<file path="src/core/iev_consts.svh">
// register offsets, field positions and reset values of the event control logic
`ifndef IEV_CONSTS_SVH
`define IEV_CONSTS_SVH

// ---------------------------------------------------------------
// register byte addresses (word aligned)
// ---------------------------------------------------------------
`define IEV_ADDR_CTRL    4'h0
`define IEV_ADDR_STAT1   4'h4
`define IEV_ADDR_STAT2   4'h8
`define IEV_ADDR_DATA    4'hc

// ---------------------------------------------------------------
// control register fields
// ---------------------------------------------------------------
`define IEV_CR_IRQEN     0
`define IEV_CR_STOP      1
`define IEV_CR_ACK       2
`define IEV_CR_START     3
`define IEV_CR_GCEN      4
`define IEV_CR_ENABLE    5
`define IEV_CR_RESET     8'h00
`define IEV_CR_WMASK     8'h3f

// ---------------------------------------------------------------
// status register 1 fields
// ---------------------------------------------------------------
`define IEV_S1_START     0
`define IEV_S1_MASTER    1
`define IEV_S1_ADDR      2
`define IEV_S1_BYTE      3
`define IEV_S1_BUSY      4
`define IEV_S1_DIR       5
`define IEV_S1_HEADER    6
`define IEV_S1_EVENT     7

// ---------------------------------------------------------------
// status register 2 fields
// ---------------------------------------------------------------
`define IEV_S2_GCALL     0
`define IEV_S2_BUS_ERROR_FLAG      1
`define IEV_S2_ARBITRATION_LOST_FLAG      2
`define IEV_S2_STOP      3
`define IEV_S2_AF        4

`define IEV_DATA_RESET   8'h00
`define IEV_DATA_ONES    8'hff

`endif

</file>
<file path="src/core/iev_pkg.sv">
// types shared by the event control logic
package iev_pkg;
	typedef enum logic [2:0] {
		IEV_IDLE = 3'b001,
		IEV_READ = 3'b010,
		IEV_WAIT = 3'b100
	} iev_bus_t;
endpackage

</file>
<file path="src/core/iev_event_ctrl.sv">
// event sequencing, flags, interrupt and control of a two-wire bus interface
// Operation
// - address match sets event and match flag
// - received byte: cleared by status1 then data read
// - sent byte: cleared by status1 then data write
// - slave nack: failure flag, byte flag release paths
// - slave stop sets stop flag, status2 read clears
// - start sent: cleared by status1 then data write
// - address sent: cleared by status1 then control write
// - header sent flag; cleared when disabled
// - header flag cleared by second address write
// - wait mode: runs on, interrupts wake core
// - halt freezes registers, no acknowledge, no wake
// - one interrupt, gated by enable and mask
// - control bits seven and six read zero
// - disable clears all bits but stop bit
// - enable hands pins; first write sets enable and stop only
// - general call acknowledges 00h, receive only
// - start bit requests start, hardware clears
// - acknowledge enable; cleared when disabled
// - master stop bit cleared when stop sent
// - slave stop releases lines after byte done
// - clock held low while hold flags pending
// - event flag set by every flag-setting event except bus start (busy), including start sent but not stop sent; cleared accordingly
// - busy set on start, cleared on stop/error
`timescale 1ns/10ps
`include "iev_consts.svh"

module iev_event_ctrl
	import iev_pkg::*;
#(
	parameter int ADDR_W = 4
) (
	input  wire logic              sys_clk,
	input  wire logic              reset_n,
	// avalon-mm slave
	input  wire logic [ADDR_W-1:0] address,
	input  wire logic              read,
	input  wire logic              write,
	input  wire logic [31:0]       writedata,
	output logic      [31:0]       readdata,
	output logic                   waitrequest,
	// core power and interrupt
	input  wire logic              haltMode,
	input  wire logic              globalMask,
	output logic                   irqReq,
	output logic                   wakeReq,
	// events from the serial engine (async to sys_clk)
	input  wire logic              evAddrMatch,
	input  wire logic              evGenCall,
	input  wire logic              evByteRx,
	input  wire logic              evByteTx,
	input  wire logic              evNack,
	input  wire logic              evStart,
	input  wire logic              evStop,
	input  wire logic              evStartSent,
	input  wire logic              evStopSent,
	input  wire logic              evHeaderSent,
	input  wire logic              evAddrSent,
	input  wire logic              evArbLost,
	input  wire logic              evBusError,
	input  wire logic              slaveActive,
	// control to the serial engine
	output logic                   pinsOwned,
	output logic                   ackOut,
	output logic                   startReq,
	output logic                   stopReq,
	output logic                   releaseLines,
	output logic                   sclHoldLow,
	output logic                   genCallRecvOnly,
	output logic [7:0]             txData,
	input  wire logic [7:0]        rxData
);

	// ---------------------------------------------------------------
	// input synchronisers and edge detect
	// ---------------------------------------------------------------
	localparam int NEV = 13;
	logic [NEV-1:0] evRaw, evMeta_r, evSync_r, evOld_r, evPulse;
	logic [7:0]     rxMeta_r, rxSync_r;
	assign evRaw = {evBusError, evArbLost, evAddrSent, evHeaderSent,
		evStopSent, evStartSent, evStop, evStart, evNack, evByteTx,
		evByteRx, evGenCall, evAddrMatch};

	always_ff @(posedge sys_clk or negedge reset_n) begin
		if (!reset_n) begin
			evMeta_r <= '0;
			evSync_r <= '0;
			evOld_r  <= '0;
			rxMeta_r <= 8'h00;
			rxSync_r <= 8'h00;
		end else begin
			evMeta_r <= evRaw;
			evSync_r <= evMeta_r;
			evOld_r  <= evSync_r;
			// rx byte settles before its event edge, two stages suffice
			rxMeta_r <= rxData;
			rxSync_r <= rxMeta_r;
		end
	end
	// every event input is a level that toggles high; rising edge = event
	assign evPulse = evSync_r & ~evOld_r;

	logic [1:0] slvMeta_r;
	logic       slvAct;
	always_ff @(posedge sys_clk or negedge reset_n) begin
		if (!reset_n)
			slvMeta_r <= 2'b00;
		else
			slvMeta_r <= {slvMeta_r[0], slaveActive};
	end
	assign slvAct = slvMeta_r[1];

	logic       active;
	logic       pAddr, pGc, pRx, pTx, pNack, pStart, pStop, pStSent;
	logic       pSpSent, pHdr, pASent, pArlo, pBerr;
	always_comb begin
		{pBerr, pArlo, pASent, pHdr, pSpSent, pStSent, pStop, pStart,
			pNack, pTx, pRx, pGc, pAddr} = evPulse;
	end

	// ---------------------------------------------------------------
	// avalon slave: one wait cycle on read, zero on write
	// ---------------------------------------------------------------
	iev_bus_t busSt_r;
	logic     rdAcc, wrAcc;
	always_ff @(posedge sys_clk or negedge reset_n) begin
		if (!reset_n)
			busSt_r <= IEV_IDLE;
		else begin
			unique case (busSt_r)
				IEV_IDLE: busSt_r <= read ? IEV_READ : IEV_IDLE;
				IEV_READ: busSt_r <= IEV_WAIT;
				IEV_WAIT: busSt_r <= read ? IEV_READ : IEV_IDLE;
			endcase
		end
	end
	// read data is captured in IDLE or WAIT, the cycle before READ, and held; master samples in READ
	// a read held through the idle slot costs one extra wait
	assign waitrequest = read && busSt_r != IEV_READ;
	assign rdAcc = read && busSt_r == IEV_READ;
	assign wrAcc = write;

	function automatic logic hit(input logic [ADDR_W-1:0] a,
		input logic [3:0] off);
		hit = a == ADDR_W'(off);
	endfunction

	logic rdS1, rdS2, rdDr, wrCr, wrDr;
	assign rdS1 = rdAcc && hit(address, `IEV_ADDR_STAT1);
	assign rdS2 = rdAcc && hit(address, `IEV_ADDR_STAT2);
	assign rdDr = rdAcc && hit(address, `IEV_ADDR_DATA);
	assign wrCr = wrAcc && hit(address, `IEV_ADDR_CTRL);
	assign wrDr = wrAcc && hit(address, `IEV_ADDR_DATA);

	// ---------------------------------------------------------------
	// control register
	// ---------------------------------------------------------------
	logic [7:0] ctrl_r;
	logic       enable;
	logic       master_r;
	assign enable = ctrl_r[`IEV_CR_ENABLE];
	// halt freezes the control, flag and data registers; serial events in halt are dropped
	assign active = !haltMode;

	always_ff @(posedge sys_clk or negedge reset_n) begin
		if (!reset_n)
			ctrl_r <= `IEV_CR_RESET;
		else if (active) begin
			if (wrCr && !enable)
				// first enabling write sets only the enable and stop bits
				ctrl_r <= {2'b00, writedata[`IEV_CR_ENABLE], 3'b000,
					writedata[`IEV_CR_STOP] | ctrl_r[`IEV_CR_STOP],
					1'b0} & {6'h3f, 1'b1 & writedata[`IEV_CR_ENABLE]
					| 1'b1, 1'b0};
			else if (wrCr)
				ctrl_r <= writedata[7:0] & `IEV_CR_WMASK;
			else if (!enable)
				ctrl_r <= ctrl_r & (8'h01 << `IEV_CR_STOP);
			else begin
				if (pStSent)
					ctrl_r[`IEV_CR_START] <= 1'b0;
				if (pSpSent && master_r)
					ctrl_r[`IEV_CR_STOP] <= 1'b0;
			end
		end
	end

	// ---------------------------------------------------------------
	// status flags
	// ---------------------------------------------------------------
	logic dir_r, busy_r, byteDone_r, addrMatch_r, startSent_r;
	logic header_r, addrEv_r, ackFail_r, stopSeen_r, arbitration_lost_flag_r, bus_error_flag_r;
	logic gcSeen_r, s1Read_r, event_r, byteRelease_r, stopMute_r;
	logic [7:0] data_r;

	// status1 read arms the second step of a clearing sequence
	always_ff @(posedge sys_clk or negedge reset_n) begin
		if (!reset_n)
			s1Read_r <= 1'b0;
		else if (active) begin
			if (!enable || wrDr || rdDr || wrCr)
				s1Read_r <= rdS1;
			else if (rdS1)
				s1Read_r <= 1'b1;
		end
	end

	logic seqRdDr, seqWrDr, seqWrCr;
	assign seqRdDr = s1Read_r && rdDr;
	assign seqWrDr = s1Read_r && wrDr;
	assign seqWrCr = s1Read_r && wrCr;

	// sets win over clears in each flag
	always_ff @(posedge sys_clk or negedge reset_n) begin
		if (!reset_n) begin
			addrMatch_r <= 1'b0;
			byteDone_r  <= 1'b0;
			dir_r       <= 1'b0;
			ackFail_r   <= 1'b0;
			stopSeen_r  <= 1'b0;
			startSent_r <= 1'b0;
			addrEv_r    <= 1'b0;
			header_r    <= 1'b0;
			arbitration_lost_flag_r      <= 1'b0;
			bus_error_flag_r      <= 1'b0;
			gcSeen_r    <= 1'b0;
			master_r    <= 1'b0;
		end else if (active) begin
			if (!enable) begin
				{addrMatch_r, byteDone_r, dir_r, ackFail_r} <= 4'h0;
				{stopSeen_r, startSent_r, addrEv_r, header_r} <= 4'h0;
				{arbitration_lost_flag_r, bus_error_flag_r, gcSeen_r, master_r} <= 4'h0;
			end else begin
				if (pAddr || (pGc && ctrl_r[`IEV_CR_GCEN]))
					addrMatch_r <= 1'b1;
				else if (rdS1)
					addrMatch_r <= 1'b0;
				if (pGc && ctrl_r[`IEV_CR_GCEN])
					gcSeen_r <= 1'b1;
				else if (pStop)
					gcSeen_r <= 1'b0;
				if (pRx || pTx) begin
					byteDone_r <= 1'b1;
					dir_r      <= pTx;
				end else if ((!dir_r && seqRdDr) ||
					(dir_r && seqWrDr) ||
					(ackFail_r && wrDr &&
					writedata[7:0] == `IEV_DATA_ONES) ||
					byteRelease_r) begin
					byteDone_r <= 1'b0;
					dir_r      <= 1'b0;
				end else if (pStop || pArlo)
					dir_r <= 1'b0;
				if (pNack)
					ackFail_r <= 1'b1;
				else if (rdS1 || rdS2)
					ackFail_r <= 1'b0;
				if (pStop && slvAct && !ctrl_r[`IEV_CR_STOP] && !stopMute_r)
					stopSeen_r <= 1'b1;
				else if (rdS2)
					stopSeen_r <= 1'b0;
				if (pStSent)
					startSent_r <= 1'b1;
				else if (seqWrDr)
					startSent_r <= 1'b0;
				if (pASent)
					addrEv_r <= 1'b1;
				else if (seqWrCr)
					addrEv_r <= 1'b0;
				if (pHdr)
					header_r <= 1'b1;
				else if (seqWrDr)
					header_r <= 1'b0;
				if (pArlo)
					arbitration_lost_flag_r <= 1'b1;
				else if (rdS2)
					arbitration_lost_flag_r <= 1'b0;
				if (pBerr)
					bus_error_flag_r <= 1'b1;
				else if (rdS2)
					bus_error_flag_r <= 1'b0;
				if (pStSent)
					master_r <= 1'b1;
				else if (pStop || pArlo)
					master_r <= 1'b0;
			end
		end
	end

	// busy is held clear and not updated while disabled
	always_ff @(posedge sys_clk or negedge reset_n) begin
		if (!reset_n)
			busy_r <= 1'b0;
		else if (active) begin
			if (!enable)
				busy_r <= 1'b0;
			else if (pStart)
				busy_r <= 1'b1;
			else if (pStop || pBerr)
				busy_r <= 1'b0;
		end
	end

	// stop set then cleared while byte done releases the byte flag
	logic stopPrev_r;
	always_ff @(posedge sys_clk or negedge reset_n) begin
		if (!reset_n) begin
			stopPrev_r    <= 1'b0;
			byteRelease_r <= 1'b0;
		end else if (active) begin
			stopPrev_r    <= ctrl_r[`IEV_CR_STOP];
			byteRelease_r <= stopPrev_r && !ctrl_r[`IEV_CR_STOP] &&
				byteDone_r && !master_r;
		end
	end

	// the stop that ends a released transfer is not reported
	always_ff @(posedge sys_clk or negedge reset_n) begin
		if (!reset_n)
			stopMute_r <= 1'b0;
		else if (active) begin
			if (!enable || pStop || pStart)
				stopMute_r <= 1'b0;
			else if (byteRelease_r)
				stopMute_r <= 1'b1;
		end
	end

	// event flag follows its sources, so it drops only after all clear
	logic anySrc;
	assign anySrc = addrMatch_r | byteDone_r | ackFail_r | stopSeen_r |
		startSent_r | addrEv_r | header_r | arbitration_lost_flag_r | bus_error_flag_r;
	always_ff @(posedge sys_clk or negedge reset_n) begin
		if (!reset_n)
			event_r <= 1'b0;
		else if (active)
			event_r <= enable && anySrc;
	end

	// ---------------------------------------------------------------
	// data register and read mux
	// ---------------------------------------------------------------
	always_ff @(posedge sys_clk or negedge reset_n) begin
		if (!reset_n)
			data_r <= `IEV_DATA_RESET;
		else if (active) begin
			if (wrDr)
				data_r <= writedata[7:0];
			else if (pRx)
				data_r <= rxSync_r;
		end
	end

	logic [7:0] stat1, stat2;
	assign stat1 = {event_r, header_r, dir_r, busy_r, byteDone_r,
		addrMatch_r, master_r, startSent_r};
	assign stat2 = {3'b000, ackFail_r, stopSeen_r, arbitration_lost_flag_r, bus_error_flag_r,
		gcSeen_r};

	always_ff @(posedge sys_clk or negedge reset_n) begin
		if (!reset_n)
			readdata <= '0;
		else if (read && busSt_r != IEV_READ) begin
			readdata <= '0;
			if (hit(address, `IEV_ADDR_CTRL))
				readdata[7:0] <= ctrl_r;
			else if (hit(address, `IEV_ADDR_STAT1))
				readdata[7:0] <= stat1;
			else if (hit(address, `IEV_ADDR_STAT2))
				readdata[7:0] <= stat2;
			else if (hit(address, `IEV_ADDR_DATA))
				readdata[7:0] <= data_r;
		end
	end

	// ---------------------------------------------------------------
	// outputs to core and serial engine
	// ---------------------------------------------------------------
	logic holdLow;
	assign holdLow = header_r | startSent_r | byteDone_r | addrMatch_r |
		addrEv_r;
	always_ff @(posedge sys_clk or negedge reset_n) begin
		if (!reset_n) begin
			irqReq          <= 1'b0;
			wakeReq         <= 1'b0;
			pinsOwned       <= 1'b0;
			ackOut          <= 1'b0;
			startReq        <= 1'b0;
			stopReq         <= 1'b0;
			releaseLines    <= 1'b0;
			sclHoldLow      <= 1'b0;
			genCallRecvOnly <= 1'b0;
			txData          <= `IEV_DATA_RESET;
		end else begin
			irqReq  <= event_r && ctrl_r[`IEV_CR_IRQEN] && !globalMask;
			// own events never leave halt
			wakeReq <= event_r && ctrl_r[`IEV_CR_IRQEN] && active;
			pinsOwned <= enable && active;
			ackOut    <= enable && active && ctrl_r[`IEV_CR_ACK];
			startReq  <= enable && ctrl_r[`IEV_CR_START];
			stopReq   <= enable && master_r && ctrl_r[`IEV_CR_STOP];
			releaseLines <= !enable || (!master_r &&
				ctrl_r[`IEV_CR_STOP] && byteDone_r);
			sclHoldLow <= enable && holdLow;
			genCallRecvOnly <= gcSeen_r;
			txData    <= data_r;
		end
	end
endmodule

</file>
<file path="config.mk">
export PLATFORM = sky130hd
export DESIGN_NAME = iev_event_ctrl
export DESIGN_NICKNAME = d
export VERILOG_FILES = /design/src/core/iev_pkg.sv /design/src/core/iev_event_ctrl.sv
export VERILOG_INCLUDE_DIRS = /design/src /design/src/core
export SDC_FILE = /design/constraint.sdc
export NUM_CORES = 1
export LEC_CHECK = 0
export ABC_AREA = 1
export BUFFER_PORTS_ARGS = -buffer_cell sky130_fd_sc_hd__buf_4
export CELL_PAD_IN_SITES_DETAIL_PLACEMENT = 0
export CELL_PAD_IN_SITES_GLOBAL_PLACEMENT = 1
export CORE_ASPECT_RATIO = 1.2
export CORE_MARGIN = 4
export CORE_UTILIZATION = 43
export DETAILED_ROUTE_END_ITERATION = 6
export HOLD_SLACK_MARGIN = 0.05
export PLACE_DENSITY_LB_ADDON = 0.3
export SLEW_MARGIN = 10
export SYNTH_ARGS = -nofsm -noshare
export SYNTH_HDL_FRONTEND = slang
export SYNTH_SLANG_ARGS = --single-unit
export TNS_END_PERCENT = 50
</file>
<file path="constraint.sdc">
create_clock -name sys_clk -period 2.3 [get_ports sys_clk]
set_clock_uncertainty 0.1 [all_clocks]
set_input_delay 0.575 -clock sys_clk [delete_from_list [all_inputs] [get_ports sys_clk]]
set_output_delay 0.575 -clock sys_clk [all_outputs]
set_load 0.05 [all_outputs]
</file>
==> impl_metrics.toml <==
[status]
status = "finished, final reports clean"

[global_routing]
grtUsageMet1_pct = 22.24
overflow = 0
grt_pass1_wl_mm = 15.88
busiest_layer = "met2"
globalRouteTotalUtil_pct = 17.66
grtUsageMet2_pct = 28.17
grt_pass1_vias = 3182
antenna_found_initial = 0
use_met3_pct = 5.608
grt_start_max_net_pins = 46

[layout]
nFillCells = 904
n_antenna_cell = 0
drive_gt1_share_pct = 22.24
syn_to_final_growth_pct = 26.78
nets = 559
final_util_pct = 55.67

[drt]
vias = 3026
routed_via_density = 4.773
drt_iter0_drc = 140
wirelength_mm = 9.578
wl_per_cell_um = 15.11
dr.pass1.iters = 4
ant_nets = 0
drc_errors = 0

[min_path]
hold_path_startpoint = "evByteRx"
min_to = "evMeta_r[2]$_DFF_PN0_"
hp-class = "input pin to flop"
holdPathStages = 1

[clocking]
numCtsBuffers = 17
htreeDepth = 4
clkTransAtPathRegs_ps = 50
clock-sinks = 117
cts_tree = "done"
clk_path_buf_depth = 2
insertion_delay_ps = 400
cts_root_buffer = "clkbuf_16"

[critical_path]
worstPathArrival_ps = 1500
crit_path_end_kind = "output port"
reg2reg_to = "arbitration_lost_flag_r$_DFFE_PN0P_"
path_class = "flop to output port"
timing.reg2reg.setup_slack_ps = 720
r2r-start = "busSt_r[2]$_DFF_PN0_"
critPathRequiredTime_ps = 1620
path_max_fanout = 10
cp-start-kind = "flop"
reg2reg_depth = 6

[sta]
finalCritPeriodShare_pct = 94.47
finalHoldViolCount = 0
fin_crit_ps = 2173
finalSetupViolations = 0
fmax_mhz = 460.2
final_max_slew_viol_count = 0
rsz0062_at_grt = "false"
holdWs_ps = 173.7
setup_tns_ps = 0

[die]
rows = 40
io_pins = 114
die_area_um2 = 11850
die_w_um = 100.1
die_h_um = 118.5
initial_core_util_pct = 43.91
coreArea_um2 = 9960

[synthesis]
synth_cell_type_count = 31
yosys_warnings = 0
synthCells = 413
synth_area_um2 = 4373
synth_seq_cells = 117
synth.avg_cell_area_um2 = 10.59
yosysSeqAreaShare_pct = 66.98

[power_and_ir_drop]
vdd_ir_drop_max_mv = 0.6177
p_leak_uw = 0.002744
power-per-cell-area_nw_per_um2 = 1063

[placed_design]
io_buffer_count = 65
gp_congestion = 0.8278
hpwl_mm = 6.899

[run]
cap_viol_max_count = 0
==> placed cells by master (no fill, tap or decap), types with 2 or more instances in the layout <==
| master | Yosys | layout |
|---|---|---|
| dfrtp_1 | 116 | 116 |
| nand2_1 | 88 | 88 |
| buf_4 | 25 | 66 |
| inv_1 | 43 | 42 |
| nor2_1 | 32 | 32 |
| o21ai_0 | 28 | 28 |
| conb_1 | 1 | 24 |
| nand3_1 | 17 | 17 |
| clkbuf_16 | 0 | 17 |
| a21oi_1 | 13 | 13 |
| a31oi_1 | 10 | 10 |
| clkbuf_8 | 0 | 7 |
| o22ai_1 | 5 | 5 |
| nor3_1 | 4 | 4 |
| a22oi_1 | 4 | 4 |
| inv_2 | 2 | 3 |
| nand4_1 | 3 | 3 |
| clkinvlp_4 | 0 | 3 |
| clkinv_2 | 0 | 3 |
| nor2_4 | 2 | 2 |
| a31oi_2 | 2 | 2 |
| o21ai_1 | 2 | 2 |
| o31ai_1 | 2 | 2 |
| buf_12 | 0 | 2 |
==> area by class of cell <==
cell class                 instances  area [um^2]  area share, %
multi-input combinational        243         1135          20.47
clock buffer                      25        525.5          9.479
sequential                       117         2929          52.83
timing repair buffer              70        556.8          10.04
tap                              126        157.7          2.844
inverter                          46        172.7          3.114
clock inverter                     7        67.56          1.219
==> Yosys cell counts, drive strengths merged <==
master,n,share of area (%)
dfrtp,116,66
nand2,89,7.7
inv,45,3.9
nor2,35,3.4
o21ai,31,3.6
buf,28,4.9
nand3,18,2.3
a21oi,14,1.9
a31oi,12,2.0
o22ai,5,0.72
a22oi,4,0.69
nor3,4,0.46
nand4,3,0.43
clkbuf,2,0.17
o31ai,2,0.34
clkinv,1,0.086
conb,1,0.086
dfstp,1,0.60
nor4,1,0.14
o211ai,1,0.17
==> flip-flops by register name, indices dropped and copies added (netlist names), 2 cells and up <==
name and cells:
slvMeta_r 2, evSync_r 13, data_r 8, rxMeta_r 8, txData 8, evOld_r 13
rxSync_r 8, busSt_r 3, ctrl_r 6, evMeta_r 13, readdata 8
==> report_power, final <==
part	switching (uW)	internal, uW	leakage (uW)
clock network	870	1680	0.000287
logic	650	263	0.00105
registers	137	2290	0.00141
==> worst max path at each step <==
stage	end	startpoint	slack, ps	cells past startpoint
after detailed placement	data_r[5]$_DFFE_PN0P_	address[1]	310	6
after global routing	waitrequest	busSt_r[0]$_DFF_PN1_	30	5
final	waitrequest	busSt_r[0]$_DFF_PN1_	130	5
after global placement	ctrl_r[4]$_DFFE_PN0P_	address[1]	330	7
after floorplan	waitrequest	busSt_r[0]$_DFF_PN1_	530	4
after CTS	waitrequest	busSt_r[0]$_DFF_PN1_	9	5
==> cells by family (layout without fill, tap and decap cells) <==
kind of cell           count (synthesis)  in the layout  share of synthesized area, %
flip-flops                           117            117                         66.98
other                                  1             24                       0.08575
buffers and inverters                 76            148                         9.041
AO/OA/AOI/OAI                         69             69                         9.413
AND/OR/NAND/NOR                      150            150                         14.48
==> what timing repair did <==
item,CTS,global route
endpoints found under the setup margin,0,1
hold endpoints to repair,5,0
setup buffers,0,0
hold buffers,1,0
gates resized for setup,0,2
==> metrics by stage <==
step / power (uW) / instance area [um^2] / setup WS, ps / cells
after floorplan: 3056 / 4459 / 527.9 / 436
after global placement: 3359 / 4937 / 331.5 / 601
after detailed placement: 3379 / 4937 / 313.7 / 601
after CTS: 5951 / 5540 / 9.282 / 634
after global routing: 6155 / 5544 / 32.61 / 634
final: 5892 / 5544 / 127.1 / 634
==> critical path, cell delays in order, from the launching register on <==
cell	delay, ps
dfstp_2	530
nor2_2	40
nand2_1	60
nand2_2	140
inv_2	150
buf_6	170
==> metal layers <==
metal / part of all wire (%) / vias to the layer above
met3: 6.1 / 14
met4: 1.7 / 0
met5: 0 / -
met1: 42 / 1467
met2: 50 / 99
li1: - / 1446
Note: power is estimated with default switching activity, not from simulation.
